$ cat src/inc/asp_pkg.sv
// Constants, types and decode helpers for the status and power register slice.
package asp_pkg;

  // Register indices; the byte address of each is four times its index.
  localparam logic [5:0] IDX_POSTURE = 6'h0c;
  localparam logic [5:0] IDX_QUEUE   = 6'h0e;
  localparam logic [5:0] IDX_RANGE   = 6'h0f;
  localparam logic [5:0] IDX_CUTOFF  = 6'h10;
  localparam logic [5:0] IDX_POWER   = 6'h11;

  // Reset values and writable-bit masks of the configuration registers.
  localparam logic [7:0] RANGE_RST   = 8'h03;
  localparam logic [7:0] CUTOFF_RST  = 8'h0f;
  localparam logic [7:0] POWER_RST   = 8'h00;
  localparam logic [7:0] RANGE_MASK  = 8'h0f;
  localparam logic [7:0] CUTOFF_MASK = 8'h1f;
  localparam logic [7:0] POWER_MASK  = 8'hfe;

  // Field positions.
  localparam int unsigned POST_FLAT_BIT   = 7;
  localparam int unsigned POST_ORIENT_LSB = 4;
  localparam int unsigned QUEUE_OVF_BIT   = 7;
  localparam int unsigned PWR_MODE_LSB    = 5;
  localparam int unsigned SLEEP_LSB       = 1;

  // Full-scale and power mode codes.
  localparam logic [3:0] RANGE_2G      = 4'h3;
  localparam logic [3:0] RANGE_4G      = 4'h5;
  localparam logic [3:0] RANGE_8G      = 4'h8;
  localparam logic [3:0] RANGE_16G     = 4'hc;
  localparam logic [2:0] PWR_NORMAL_CD = 3'h0;
  localparam logic [2:0] PWR_DEEP_CD   = 3'h1;
  localparam logic [2:0] PWR_LOW_CD    = 3'h2;
  localparam logic [2:0] PWR_SUSP_CD   = 3'h4;

  // Queue capacity in frames.
  localparam logic [6:0] QUEUE_DEPTH = 7'h20;

  // Filter cutoffs in hundredths of a hertz.
  localparam int unsigned CUT_7_81_HZ  = 781;
  localparam int unsigned CUT_15_63_HZ = 1563;
  localparam int unsigned CUT_31_25_HZ = 3125;
  localparam int unsigned CUT_62_5_HZ  = 6250;
  localparam int unsigned CUT_125_HZ   = 12500;
  localparam int unsigned CUT_250_HZ   = 25000;
  localparam int unsigned CUT_500_HZ   = 50000;
  localparam int unsigned CUT_1000_HZ  = 100000;

  // Sleep phase lengths in microseconds.
  localparam int unsigned SLP_0_5_MS = 500;
  localparam int unsigned SLP_1_MS   = 1000;
  localparam int unsigned SLP_2_MS   = 2000;
  localparam int unsigned SLP_4_MS   = 4000;
  localparam int unsigned SLP_6_MS   = 6000;
  localparam int unsigned SLP_10_MS  = 10000;
  localparam int unsigned SLP_25_MS  = 25000;
  localparam int unsigned SLP_50_MS  = 50000;
  localparam int unsigned SLP_100_MS = 100000;
  localparam int unsigned SLP_500_MS = 500000;
  localparam int unsigned SLP_1_S    = 1000000;

  typedef enum logic [1:0] {
    ASP_FS_2G  = 2'b00,
    ASP_FS_4G  = 2'b01,
    ASP_FS_8G  = 2'b10,
    ASP_FS_16G = 2'b11
  } asp_fs_t;

  typedef enum logic [1:0] {
    ASP_PM_NORMAL = 2'b00,
    ASP_PM_DEEP   = 2'b01,
    ASP_PM_LOW    = 2'b10,
    ASP_PM_SUSP   = 2'b11
  } asp_pmode_t;

  typedef enum logic [1:0] {
    ASP_HOLD_NONE = 2'b00,
    ASP_HOLD_TEMP = 2'b01,
    ASP_HOLD_PERM = 2'b10
  } asp_hold_t;

  typedef struct packed {
    logic sign;
    logic z;
    logic y;
    logic x;
  } asp_high_t;

  function automatic logic [16:0] asp_cutoff(input logic [4:0] code);
    logic [16:0] v;
    v = 17'(CUT_1000_HZ);
    if (!code[4] && !code[3])
      v = 17'(CUT_7_81_HZ);
    else if (!code[4])
    begin
      case (code[2:0])
        3'h0:    v = 17'(CUT_7_81_HZ);
        3'h1:    v = 17'(CUT_15_63_HZ);
        3'h2:    v = 17'(CUT_31_25_HZ);
        3'h3:    v = 17'(CUT_62_5_HZ);
        3'h4:    v = 17'(CUT_125_HZ);
        3'h5:    v = 17'(CUT_250_HZ);
        3'h6:    v = 17'(CUT_500_HZ);
        default: v = 17'(CUT_1000_HZ);
      endcase
    end
    return v;
  endfunction : asp_cutoff

  function automatic logic [19:0] asp_sleep(input logic [3:0] code);
    logic [19:0] v;
    case (code)
      4'h6:    v = 20'(SLP_1_MS);
      4'h7:    v = 20'(SLP_2_MS);
      4'h8:    v = 20'(SLP_4_MS);
      4'h9:    v = 20'(SLP_6_MS);
      4'ha:    v = 20'(SLP_10_MS);
      4'hb:    v = 20'(SLP_25_MS);
      4'hc:    v = 20'(SLP_50_MS);
      4'hd:    v = 20'(SLP_100_MS);
      4'he:    v = 20'(SLP_500_MS);
      4'hf:    v = 20'(SLP_1_S);
      default: v = 20'(SLP_0_5_MS);
    endcase
    return v;
  endfunction : asp_sleep

endpackage : asp_pkg

$ cat src/core/asp_queue_stat.sv
// Frame counter and overflow flag of the sample queue.
`timescale 1ns/1ps
module asp_queue_stat
  import asp_pkg::*;
(
  // Clock and reset.
  input  wire logic       clk_i,
  input  wire logic       resetn_i,
  // Queue events.
  input  wire logic       frame_push_i,
  input  wire logic       frame_pop_i,
  input  wire logic       setup_wr_i,
  // Status.
  output logic [6:0]      count_o,
  output logic            overflow_o
);

  logic full;
  logic empty;

  assign full  = (count_o == QUEUE_DEPTH);
  assign empty = (count_o == 7'h00);

  // A push into a full queue is dropped, so the count saturates.
  always_ff @(posedge clk_i or negedge resetn_i)
  begin
    if (!resetn_i)
      count_o <= 7'h00;
    else if (setup_wr_i)
      count_o <= 7'h00;
    else if (frame_push_i && !full && !(frame_pop_i && !empty))
      count_o <= count_o + 7'h01;
    else if (frame_pop_i && !empty && !frame_push_i)
      count_o <= count_o - 7'h01;
  end

  // An overrun in the clearing cycle keeps the flag set.
  always_ff @(posedge clk_i or negedge resetn_i)
  begin
    if (!resetn_i)
      overflow_o <= 1'b0;
    else if (frame_push_i && full && !(frame_pop_i && !empty))
      overflow_o <= 1'b1;
    else if (setup_wr_i)
      overflow_o <= 1'b0;
  end

  chk_ovf_sticky_clear: assert property (
    @(posedge clk_i) disable iff (!resetn_i)
    overflow_o && !setup_wr_i |=> overflow_o)
    else $error("overflow flag dropped without a setup write");

  chk_count_bounded: assert property (
    @(posedge clk_i) disable iff (!resetn_i)
    count_o <= QUEUE_DEPTH)
    else $error("frame count above queue depth");

  chk_setup_zeroes: assert property (
    @(posedge clk_i) disable iff (!resetn_i)
    setup_wr_i |=> count_o == 7'h00)
    else $error("frame count not zero after setup write");

  chk_ovf_on_full: assert property (
    @(posedge clk_i) disable iff (!resetn_i)
    frame_push_i && !frame_pop_i && full |=> overflow_o &&
      count_o == ($past(setup_wr_i) ? 7'h00 : QUEUE_DEPTH))
    else $error("push into full queue did not flag overflow");

endmodule : asp_queue_stat

$ cat src/core/asp_status_power_regs.sv
// APB register slice: posture and peak status, queue status, power config.
`timescale 1ns/1ps
// Contract
// - flat bit shows flat position when enabled
// - top posture bit gives z facing
// - low posture bits encode in-plane orientation
// - posture bits ignore the event hold mode
// - posture frozen while orientation blocking active
// - bit 3 gives high-g trigger polarity
// - bits 2..0 name axes firing high-g
// - flags set only by enabled triggering engines
// - hold mode governs non-posture flag holding
// - overflow sticky until queue setup write
// - low seven bits give stored frame count
// - count zeroes on drain or setup write
// - range code selects full scale, legal only
// - bandwidth code selects filter cutoff
// - three power bits select power mode
// - doze code sets low power sleep length
module asp_status_power_regs
  import asp_pkg::*;
#(
  parameter int unsigned TEMP_HOLD_CYCLES = 1000
)
(
  // Clock and reset.
  input  wire logic        clk_i,
  input  wire logic        resetn_i,
  // APB slave.
  input  wire logic        psel_i,
  input  wire logic        penable_i,
  input  wire logic        pwrite_i,
  input  wire logic [7:0]  paddr_i,
  input  wire logic [31:0] pwdata_i,
  input  wire logic [3:0]  pstrb_i,
  output logic [31:0]      prdata_o,
  output logic             pready_o,
  output logic             pslverr_o,
  // Detection engines.
  input  wire logic        flat_level_i,
  input  wire logic        flat_en_i,
  input  wire logic [2:0]  orient_i,
  input  wire logic        orient_block_i,
  input  wire logic        high_trig_i,
  input  wire logic        high_en_i,
  input  wire asp_high_t   high_evt_i,
  input  wire asp_hold_t   hold_mode_i,
  input  wire logic        hold_clear_i,
  // Queue events.
  input  wire logic        frame_push_i,
  input  wire logic        frame_pop_i,
  input  wire logic        queue_setup_wr_i,
  // Decoded configuration.
  output asp_fs_t          full_scale_o,
  output logic [4:0]       filter_cutoff_code_o,
  output logic [16:0]      cutoff_chz_o,
  output asp_pmode_t       power_mode_o,
  output logic [19:0]      sleep_us_o
);

  logic [7:0]  range_reg;
  logic [7:0]  cutoff_reg;
  logic [7:0]  power_reg;
  logic [7:0]  posture_q;
  logic [2:0]  orient_q;
  logic        flat_lat;
  logic        high_lat;
  asp_high_t   high_cap;
  logic [23:0] hold_timer;
  logic [6:0]  queue_count;
  logic        queue_ovf;
  logic        access;
  logic        mapped;
  logic        wr_commit;
  logic [5:0]  idx;
  logic [7:0]  rd_byte;
  logic        flat_src;
  logic        high_src;
  logic        release_hold;
  logic        held_mode;
  logic        next_flat;
  asp_high_t   next_high;

  assign access    = psel_i && penable_i;
  assign idx       = paddr_i[7:2];
  assign wr_commit = access && pready_o && pwrite_i && pstrb_i[0] && mapped;

  // Address decode: only aligned words at the five indices answer.
  always_comb
  begin
    mapped = 1'b0;
    if (paddr_i[1:0] != 2'b00)
      mapped = 1'b0;
    else if (idx == IDX_POSTURE)
      mapped = 1'b1;
    else if (idx == IDX_QUEUE)
      mapped = 1'b1;
    else if (idx == IDX_RANGE)
      mapped = 1'b1;
    else if (idx == IDX_CUTOFF)
      mapped = 1'b1;
    else if (idx == IDX_POWER)
      mapped = 1'b1;
  end

  always_comb
  begin
    rd_byte = 8'h00;
    if (idx == IDX_POSTURE)
      rd_byte = posture_q;
    else if (idx == IDX_QUEUE)
      rd_byte = {queue_ovf, queue_count};
    else if (idx == IDX_RANGE)
      rd_byte = range_reg & RANGE_MASK;
    else if (idx == IDX_CUTOFF)
      rd_byte = cutoff_reg & CUTOFF_MASK;
    else if (idx == IDX_POWER)
      rd_byte = power_reg & POWER_MASK;
  end

  // One wait state: the answer comes in the second access cycle, which
  // keeps the read mux off the path from the bus pins to the outputs.
  always_ff @(posedge clk_i or negedge resetn_i)
  begin
    if (!resetn_i)
      pready_o <= 1'b0;
    else
      pready_o <= access && !pready_o;
  end

  always_ff @(posedge clk_i or negedge resetn_i)
  begin
    if (!resetn_i)
    begin
      prdata_o  <= 32'h0000_0000;
      pslverr_o <= 1'b0;
    end
    else if (access && !pready_o)
    begin
      prdata_o  <= mapped ? {24'h00_0000, rd_byte} : 32'h0000_0000;
      pslverr_o <= !mapped;
    end
    else
      pslverr_o <= 1'b0;
  end

  // Status registers silently drop writes; reserved bits are not stored.
  always_ff @(posedge clk_i or negedge resetn_i)
  begin
    if (!resetn_i)
    begin
      range_reg  <= RANGE_RST;
      cutoff_reg <= CUTOFF_RST;
      power_reg  <= POWER_RST;
    end
    else if (wr_commit)
    begin
      if (idx == IDX_RANGE)
        range_reg <= pwdata_i[7:0] & RANGE_MASK;
      else if (idx == IDX_CUTOFF)
        cutoff_reg <= pwdata_i[7:0] & CUTOFF_MASK;
      else if (idx == IDX_POWER)
        power_reg <= pwdata_i[7:0] & POWER_MASK;
    end
  end

  // Reserved range codes leave the previous full scale in force.
  always_ff @(posedge clk_i or negedge resetn_i)
  begin
    if (!resetn_i)
      full_scale_o <= ASP_FS_2G;
    else if (range_reg[3:0] == RANGE_2G)
      full_scale_o <= ASP_FS_2G;
    else if (range_reg[3:0] == RANGE_4G)
      full_scale_o <= ASP_FS_4G;
    else if (range_reg[3:0] == RANGE_8G)
      full_scale_o <= ASP_FS_8G;
    else if (range_reg[3:0] == RANGE_16G)
      full_scale_o <= ASP_FS_16G;
  end

  always_ff @(posedge clk_i or negedge resetn_i)
  begin
    if (!resetn_i)
    begin
      filter_cutoff_code_o <= CUTOFF_RST[4:0];
      cutoff_chz_o         <= 17'(CUT_1000_HZ);
    end
    else
    begin
      filter_cutoff_code_o <= cutoff_reg[4:0];
      cutoff_chz_o         <= asp_cutoff(cutoff_reg[4:0]);
    end
  end

  // Illegal mode combinations are not acted on; the last mode stays.
  always_ff @(posedge clk_i or negedge resetn_i)
  begin
    if (!resetn_i)
      power_mode_o <= ASP_PM_NORMAL;
    else
    begin
      case (power_reg[PWR_MODE_LSB +: 3])
        PWR_NORMAL_CD: power_mode_o <= ASP_PM_NORMAL;
        PWR_DEEP_CD:   power_mode_o <= ASP_PM_DEEP;
        PWR_LOW_CD:    power_mode_o <= ASP_PM_LOW;
        PWR_SUSP_CD:   power_mode_o <= ASP_PM_SUSP;
        default:       power_mode_o <= power_mode_o;
      endcase
    end
  end

  always_ff @(posedge clk_i or negedge resetn_i)
  begin
    if (!resetn_i)
      sleep_us_o <= 20'(SLP_0_5_MS);
    else
      sleep_us_o <= asp_sleep(power_reg[SLEEP_LSB +: 4]);
  end

  // Posture follows the engine except while blocking is active.
  always_ff @(posedge clk_i or negedge resetn_i)
  begin
    if (!resetn_i)
      orient_q <= 3'h0;
    else if (!orient_block_i)
      orient_q <= orient_i;
  end

  assign flat_src  = flat_level_i && flat_en_i;
  assign high_src  = high_trig_i && high_en_i;
  assign held_mode = (hold_mode_i == ASP_HOLD_TEMP) ||
                     (hold_mode_i == ASP_HOLD_PERM);
  assign release_hold = hold_clear_i ||
                        ((hold_mode_i == ASP_HOLD_TEMP) &&
                         (hold_timer == 24'h00_0001));

  // Temporary hold restarts on every new trigger.
  always_ff @(posedge clk_i or negedge resetn_i)
  begin
    if (!resetn_i)
      hold_timer <= 24'h00_0000;
    else if (hold_mode_i != ASP_HOLD_TEMP)
      hold_timer <= 24'h00_0000;
    else if (flat_src || high_src)
      hold_timer <= 24'(TEMP_HOLD_CYCLES);
    else if (hold_timer != 24'h00_0000)
      hold_timer <= hold_timer - 24'h00_0001;
  end

  // A trigger in the release cycle wins over the release.
  always_ff @(posedge clk_i or negedge resetn_i)
  begin
    if (!resetn_i)
      flat_lat <= 1'b0;
    else if (flat_src && held_mode)
      flat_lat <= 1'b1;
    else if (release_hold || !held_mode)
      flat_lat <= 1'b0;
  end

  always_ff @(posedge clk_i or negedge resetn_i)
  begin
    if (!resetn_i)
    begin
      high_lat <= 1'b0;
      high_cap <= '0;
    end
    else if (high_src && held_mode)
    begin
      high_lat <= 1'b1;
      high_cap <= high_evt_i;
    end
    else if (release_hold || !held_mode)
      high_lat <= 1'b0;
  end

  always_comb
  begin
    next_flat = flat_src || (held_mode && flat_lat);
    next_high = '0;
    if (high_src)
      next_high = high_evt_i;
    else if (held_mode && high_lat)
      next_high = high_cap;
  end

  always_ff @(posedge clk_i or negedge resetn_i)
  begin
    if (!resetn_i)
      posture_q <= 8'h00;
    else
    begin
      posture_q[POST_FLAT_BIT]          <= next_flat;
      posture_q[POST_ORIENT_LSB +: 3]   <= orient_q;
      posture_q[3:0]                    <= next_high;
    end
  end

  asp_queue_stat asp_queue_stat_inst (
    .clk_i        (clk_i),
    .resetn_i     (resetn_i),
    .frame_push_i (frame_push_i),
    .frame_pop_i  (frame_pop_i),
    .setup_wr_i   (queue_setup_wr_i),
    .count_o      (queue_count),
    .overflow_o   (queue_ovf)
  );

  chk_flat_live: assert property (
    @(posedge clk_i) disable iff (!resetn_i)
    hold_mode_i == ASP_HOLD_NONE |=>
      posture_q[POST_FLAT_BIT] == $past(flat_level_i && flat_en_i))
    else $error("flat bit does not follow enabled flat level");

  chk_orient_track: assert property (
    @(posedge clk_i) disable iff (!resetn_i)
    !orient_block_i ##1 1'b1 |=>
      posture_q[POST_ORIENT_LSB +: 3] == $past(orient_i, 2))
    else $error("posture bits do not follow orientation");

  chk_orient_nohold: assert property (
    @(posedge clk_i) disable iff (!resetn_i)
    hold_clear_i && !orient_block_i ##1 1'b1 |=>
      posture_q[POST_ORIENT_LSB +: 3] == $past(orient_i, 2))
    else $error("posture bits touched by hold release");

  chk_orient_block: assert property (
    @(posedge clk_i) disable iff (!resetn_i)
    orient_block_i ##1 orient_block_i |=>
      $stable(posture_q[POST_ORIENT_LSB +: 3]))
    else $error("posture bits changed while blocked");

  chk_high_capture: assert property (
    @(posedge clk_i) disable iff (!resetn_i)
    high_trig_i && high_en_i |=> posture_q[3:0] == $past(high_evt_i))
    else $error("high-g sign or axes not captured");

  chk_disabled_quiet: assert property (
    @(posedge clk_i) disable iff (!resetn_i)
    hold_mode_i == ASP_HOLD_NONE && !high_en_i && !flat_en_i |=>
      posture_q[POST_FLAT_BIT] == 1'b0 && posture_q[3:0] == 4'h0)
    else $error("flag set by a disabled engine");

  chk_perm_hold: assert property (
    @(posedge clk_i) disable iff (!resetn_i)
    flat_src && hold_mode_i == ASP_HOLD_PERM ##1
      (hold_mode_i == ASP_HOLD_PERM && !hold_clear_i) [*3] |=>
      posture_q[POST_FLAT_BIT])
    else $error("permanently held flat flag dropped");

  chk_range_4g: assert property (
    @(posedge clk_i) disable iff (!resetn_i)
    range_reg[3:0] == RANGE_4G |=> full_scale_o == ASP_FS_4G)
    else $error("range code did not select four g");

  chk_cutoff_top: assert property (
    @(posedge clk_i) disable iff (!resetn_i)
    cutoff_reg[4] |=> cutoff_chz_o == 17'(CUT_1000_HZ))
    else $error("high bandwidth code not at top cutoff");

  chk_pmode_low: assert property (
    @(posedge clk_i) disable iff (!resetn_i)
    power_reg[PWR_MODE_LSB +: 3] == PWR_LOW_CD |=> power_mode_o == ASP_PM_LOW)
    else $error("power bits did not select low power");

  chk_sleep_min: assert property (
    @(posedge clk_i) disable iff (!resetn_i)
    power_reg[SLEEP_LSB +: 4] <= 4'h5 |=> sleep_us_o == 20'(SLP_0_5_MS))
    else $error("short doze codes not at half a millisecond");

  chk_apb_ready: assert property (
    @(posedge clk_i) disable iff (!resetn_i)
    access && !pready_o |=> pready_o ##1 !pready_o)
    else $error("APB ready not a single pulse after one wait");

endmodule : asp_status_power_regs

$ cat config.mk
export PLATFORM = sky130hd
export DESIGN_NAME = asp_status_power_regs
export DESIGN_NICKNAME = d
export VERILOG_FILES = /design/src/inc/asp_pkg.sv /design/src/core/asp_queue_stat.sv /design/src/core/asp_status_power_regs.sv
export SDC_FILE = /design/constraint.sdc
export NUM_CORES = 1
export LEC_CHECK = 0
export BUFFER_PORTS_ARGS = -buffer_cell sky130_fd_sc_hd__buf_2
export CORE_UTILIZATION = 40
export CTS_BUF_LIST = sky130_fd_sc_hd__clkbuf_4
export DETAILED_ROUTE_END_ITERATION = 16
export HOLD_SLACK_MARGIN = 0.12
export PLACE_DENSITY = 0.6
export SETUP_SLACK_MARGIN = 0.02
export SLEW_MARGIN = 25
export SYNTH_ARGS = -nofsm -noshare
export SYNTH_HDL_FRONTEND = slang
export SYNTH_SLANG_ARGS = --single-unit
$ cat constraint.sdc
create_clock -name clk_i -period 3.2 [get_ports clk_i]
set_input_delay 0.32 -clock clk_i [delete_from_list [all_inputs] [get_ports clk_i]]
set_output_delay 0.32 -clock clk_i [all_outputs]
set_load 0.02 [all_outputs]
# After elaboration in Yosys (flattened, before gate mapping)
# Memory sizes are Yosys's and may differ from the RTL's. A register that Yosys moved wholly into a read port is not among the register bits.
# Index checks and enable logic that the tools add are counted.
# classes
n_addsub	3
n_shift	0
mux	34
mul	0
div_mod_pow	0
n_eq_ne	23
bitwise_logic	2
reduce_logical	50
magnitude_cmp	0
# op_table
op	count
17-bit case mux with 7 select lines	1
24-bit 2-to-1 mux	3
8-bit 2-to-1 mux	6
17-bit 2-to-1 mux	2
24-bit by 1-bit equality test with 1-bit output, second input constant	1
24-bit nonzero test	1
24-bit by 1-bit subtractor with 24-bit output, second input constant	1
7-bit 2-to-1 mux	3
1-bit logical AND	20
6-bit by 4-bit equality test with 1-bit output, second input constant	3
3-bit equality test, second input constant	4
6-bit by 5-bit equality test with 1-bit output, second input constant	2
1-bit 2-to-1 mux	12
1-bit zero test	10
3-bit by 2-bit equality test with 1-bit output, second input constant	3
4-bit equality test, second input constant	2
2-bit 2-to-1 mux	4
4-bit 2-to-1 mux	2
2-bit case mux with 4 select lines	1
2-bit nonzero test	4
4-bit nonzero test	2
7-bit by 1-bit adder with 7-bit output, second input constant	1
7-bit by 6-bit equality test with 1-bit output, second input constant	1
7-bit zero test	1
other kinds (14)	22
# word_totals
register_bits	145
memories	1
latch_bits	0
mem_bits_ro	288
mem_bits_rw	0
elab_cells	135
# mem_list
name	depth	width	read_ports	rd_clocked_by_memory_dff	write_ports	line_no	source
(no name shown)	16	18	1	1	0	asp_pkg.sv:112	case (code)

# Logic depth before layout (Yosys ltp)
# logic_depth
word_depth	9
ltp_mapped	11
depth_no_buf	11

# Modules after synthesis
# From an unflattened synthesis, not the netlist that was laid out.
# hier_totals
cells_unflattened	557
hier_area_um2	5880.6
# by_module_without_submodules
module	cells_per_inst	n_inst	area_each_um2	seq_area_each_um2
asp_status_power_regs	492	1	5260.0	2780.2
asp_queue_stat	65	1	620.6	200.2

# Worst setup path before layout
# OpenSTA, ideal clock, no wires.
# synth_path
path_kind	register -> register
startpoint	register asp_queue_stat_inst.count_o[1]
endpoint	register asp_queue_stat_inst.count_o[6]
setup_time_ns	0.126
t_arrival_ns	2.625
n_path_buf	0
period_less_slack_ns	2.751
path_stages_with_launch	11
path_slack_ns	0.449
t_required_ns	3.074
cell_sequence	dfrtp_1 nor4_2 a21boi_1 a311o_1 ha_1 nor2b_1 o31ai_1 a21oi_1 xnor2_1 nor3b_1 a221o_1
# synth_between
elab_chain_len	7
elab_cells_between_ends	15
classes_between	add/sub (2); eq/ne (1); mux (3); reduce/logical (9)
# synth_lines
item	line_no	source
from (decl)	asp_queue_stat.sv:14	output logic [6:0] count_o,
from (signal assigned)	asp_queue_stat.sv:32	count_o <= count_o + 7'h01;
from (signal assigned)	asp_queue_stat.sv:34	count_o <= count_o - 7'h01;
branches (longest 7 deep; another with 7-bit by 1-bit subtractor with 7-bit output)	--	
# Several ways; the timed one is not identified. The select of a mux whose other input is x is not followed.
# A chain may end at the register's enable or synchronous reset.

# Worst setup path in the final report
# Same ends and word-level chain as after synthesis.

==> impl_metrics.json <==
{
  "status": "finished clean",
  "cts_inserted_buffers": 17,
  "largest-register": "hold_timer",
  "globalRouteOverflowTotal": 0,
  "syn_avg_cell_area_um2": 10.4,
  "gp_congestion": 0.852,
  "placement_rows": 43,
  "grt_max_degree": 119,
  "clock_latency_ns": 0.53,
  "synth-async-reset-ratio": 1.00,
  "clkTransAtPathRegs_ns": 0.11,
  "rr_startpoint": "asp_queue_stat_inst.count_o[1]",
  "post_synth_num_cell_types": 59,
  "drt_drc_violations_left": 0,
  "mostFrequentLayoutCell": "dfrtp_1",
  "yosys-mux-area-fraction": 0.0506,
  "synth_simple_gate_area_share": 0.166,
  "mostFrequentLayoutCells": "dfrtp_1, buf_2, nand2_1, nor2_1, a21oi_1",
  "slew_headroom": 0.363,
  "clock-root-buffer": "clkbuf_4",
  "critical_path_peak_fanout": 7,
  "cap_violations": 0,
  "die_area_um2": 14800,
  "min_period_ns": 2.95,
  "unrepaired_setup_endpoints_after_global_routing": "false",
  "floorplan.io_pins": 147,
  "cts_htree_levels": 4,
  "hold_path_startpoint": "flat_level_i",
  "layout.core_utilization": 0.491,
  "post_cts_resize_count": 0,
  "syn_to_final_growth_pct": 19.3,
  "fp.dieW_um": 122,
  "first_pass_iters": 4,
  "clockBufferDepth": 2,
  "timing.final.crit_share": 0.921,
  "route.antenna.remaining_nets": 0,
  "place_hpwl_um": 8510,
  "fillers": 1248,
  "grt_use_total": 0.176,
  "detail_route.iter0.violations": 357,
  "crit_path_start": "asp_queue_stat_inst.count_o[1]",
  "synth-edff-count": 0,
  "final-hold-violation-count": 0,
  "drv_slew": 0,
  "chipHeight_um": 122,
  "post_synth_instance_area_um2": 5740,
  "netlist_instances": 551,
  "grt_pass1_wl_um": 19700,
  "avgViaCountPerCell": 4.99,
  "cts_setup_buffers": 0,
  "core_area_um2": 13900,
  "port_buffers": 93,
  "critical_path_class": "reg2reg",
  "drt_wl_total_um": 12300,
  "synth_adder_area_share": 0.0362,
  "ir_worst_vdd_v": 0.000273,
  "setup.worst_path.start_class": "flip-flop",
  "leakage_uw": 0.00325,
  "antenna_found_initial": 1,
  "tightestPinTransition_ns": 0.947,
  "clk_sink_count": 118,
  "finalClockSkew_ns": 0.0196,
  "setup_viol": 0,
  "layout.area.seq_um2": 2980,
  "critical_path_arrival_ns": 3.37,
  "critical_path_data_required_time_ns": 3.62,
  "cts_hold_buf": 26,
  "timing.hold.ws_ns": 0.273,
  "seq_area_frac_synth": 0.520,
  "synth-main-ff-cell": "dfrtp_1",
  "synthXorXnorAreaFrac": 0.0351,
  "drt-wirelength-per-cell_um": 14.2,
  "min-delay-path-class": "in2reg",
  "initial_core_util": 0.412,
  "synth_compound_area_frac": 0.130,
  "largestRegisters": "hold_timer x24, cutoff_chz_o x17, sleep_us_o x17",
  "multi_input_area_um2": 2500,
  "combinational_family_with_the_most_area_after_synthesis": "simple AND/OR/NAND/NOR gates",
  "finalSetupTns_ns": 0,
  "dr_vias": 4309,
  "final_layout_size_suffix_gt1_frac": 0.280,
  "ys_ff_latch": 118,
  "first_global_vias": 4070,
  "largest_register_ff_count": 24,
  "timing.critical_path.to_type": "flip-flop",
  "max_clock_freq_mhz": 339,
  "power_density_nw_per_um2": 534,
  "design.final.nets": 752,
  "cts_tree": "yes",
  "synth-warning-count": 0
}
[where the power goes]
group	leakage [µW]	internal (µW)	switching, µW
Combinational	0.00161	375	480
Sequential	0.00148	1580	85.5
Clock	0.000154	544	593
[path summary, 6_finish.rpt]
kind | endpoint | cells after the start | slack, ns
setup reg to reg | asp_queue_stat_inst.count_o[6] | 10 | 0.25
hold reg to reg | posture_q[4] | 0 | 0.39
min in group asynchronous | cutoff_chz_o[3] | 3 | 0.41
setup / recovery | asp_queue_stat_inst.count_o[6] | 10 | 0.25
hold / removal | hold_timer[3] | 3 | 0.27
max in group asynchronous | asp_queue_stat_inst.count_o[2] | 3 | 2.32
[layer usage]
layer	GRT usage	share of wire	vias up
li1	-	-	2119
met1	0.225	0.45	2046
met2	0.275	0.47	124
met3	0.0548	0.063	20
met4	0.0718	0.018	0
met5	0	0	-
[through the flow]
step,total power (µW),cells,worst slack (ns),instance area [µm²]
6_report,3650,863,0.252,6850
3_3_place_gp,2490,804,0.348,6280
5_1_grt,3870,863,0.0263,6850
4_1_cts,3690,862,0.247,6840
3_5_place_dp,2510,804,0.257,6280
2_1_floorplan,2320,576,0.449,5830
[critical path: stages, from the launching register on]
cell,delay (ns)
dfrtp_1,0.44
nor4_2,0.34
a21boi_1,0.11
a311o_1,0.46
ha_1,0.37
nor2b_1,0.17
o31ai_1,0.29
a21oi_1,0.13
xnor2_1,0.20
nor3b_1,0.08
a221o_1,0.26
[Yosys cell counts, types with 3 or more instances]
cell type | count | area share
dfrtp_1 | 96 | 0.42
o31ai_1 | 8 | 0.010
or4_1 | 4 | 0.0052
clkbuf_1 | 19 | 0.012
o211ai_1 | 5 | 0.0065
dfstp_2 | 22 | 0.10
a211oi_1 | 3 | 0.0039
nor3b_1 | 3 | 0.0039
a31oi_1 | 8 | 0.0087
nor4_1 | 5 | 0.0055
a22o_1 | 8 | 0.012
nor2b_1 | 6 | 0.0065
mux2_2 | 24 | 0.047
ha_1 | 15 | 0.033
xnor2_1 | 9 | 0.014
or2_2 | 3 | 0.0033
nor2_1 | 53 | 0.035
buf_4 | 27 | 0.035
a221oi_1 | 4 | 0.0061
o21ai_0 | 24 | 0.021
nand2b_1 | 12 | 0.013
inv_1 | 16 | 0.010
a31o_2 | 3 | 0.0046
nand3b_1 | 4 | 0.0052
xor2_1 | 14 | 0.021
nor3_1 | 11 | 0.0096
a21oi_1 | 30 | 0.026
and2_1 | 4 | 0.0044
nand2_1 | 57 | 0.037
o21a_1 | 3 | 0.0039
a21o_1 | 4 | 0.0052
nand3_1 | 11 | 0.0096
buf_2 | 3 | 0.0026
[cell families (layout without fill, tap and decap cells)]
kind of cell | after synthesis | count (layout)
AND/OR/NAND/NOR | 187 | 187
flip-flops | 118 | 118
AO/OA/AOI/OAI | 114 | 114
buffers and inverters | 66 | 172
multiplexers | 26 | 26
XOR/XNOR | 23 | 23
adder cells (fa/ha/maj) | 16 | 16
other | 1 | 27
[cell type report]
type | instances | area share
clock inverter | 15 | 0.0261
antenna | 1 | 0.000366
clock buffer | 17 | 0.0186
tap | 180 | 0.0329
inverter | 17 | 0.00932
multi-input combinational | 392 | 0.365
sequential | 118 | 0.435
timing repair buffer | 123 | 0.113
(Power assumes the default switching activity.)
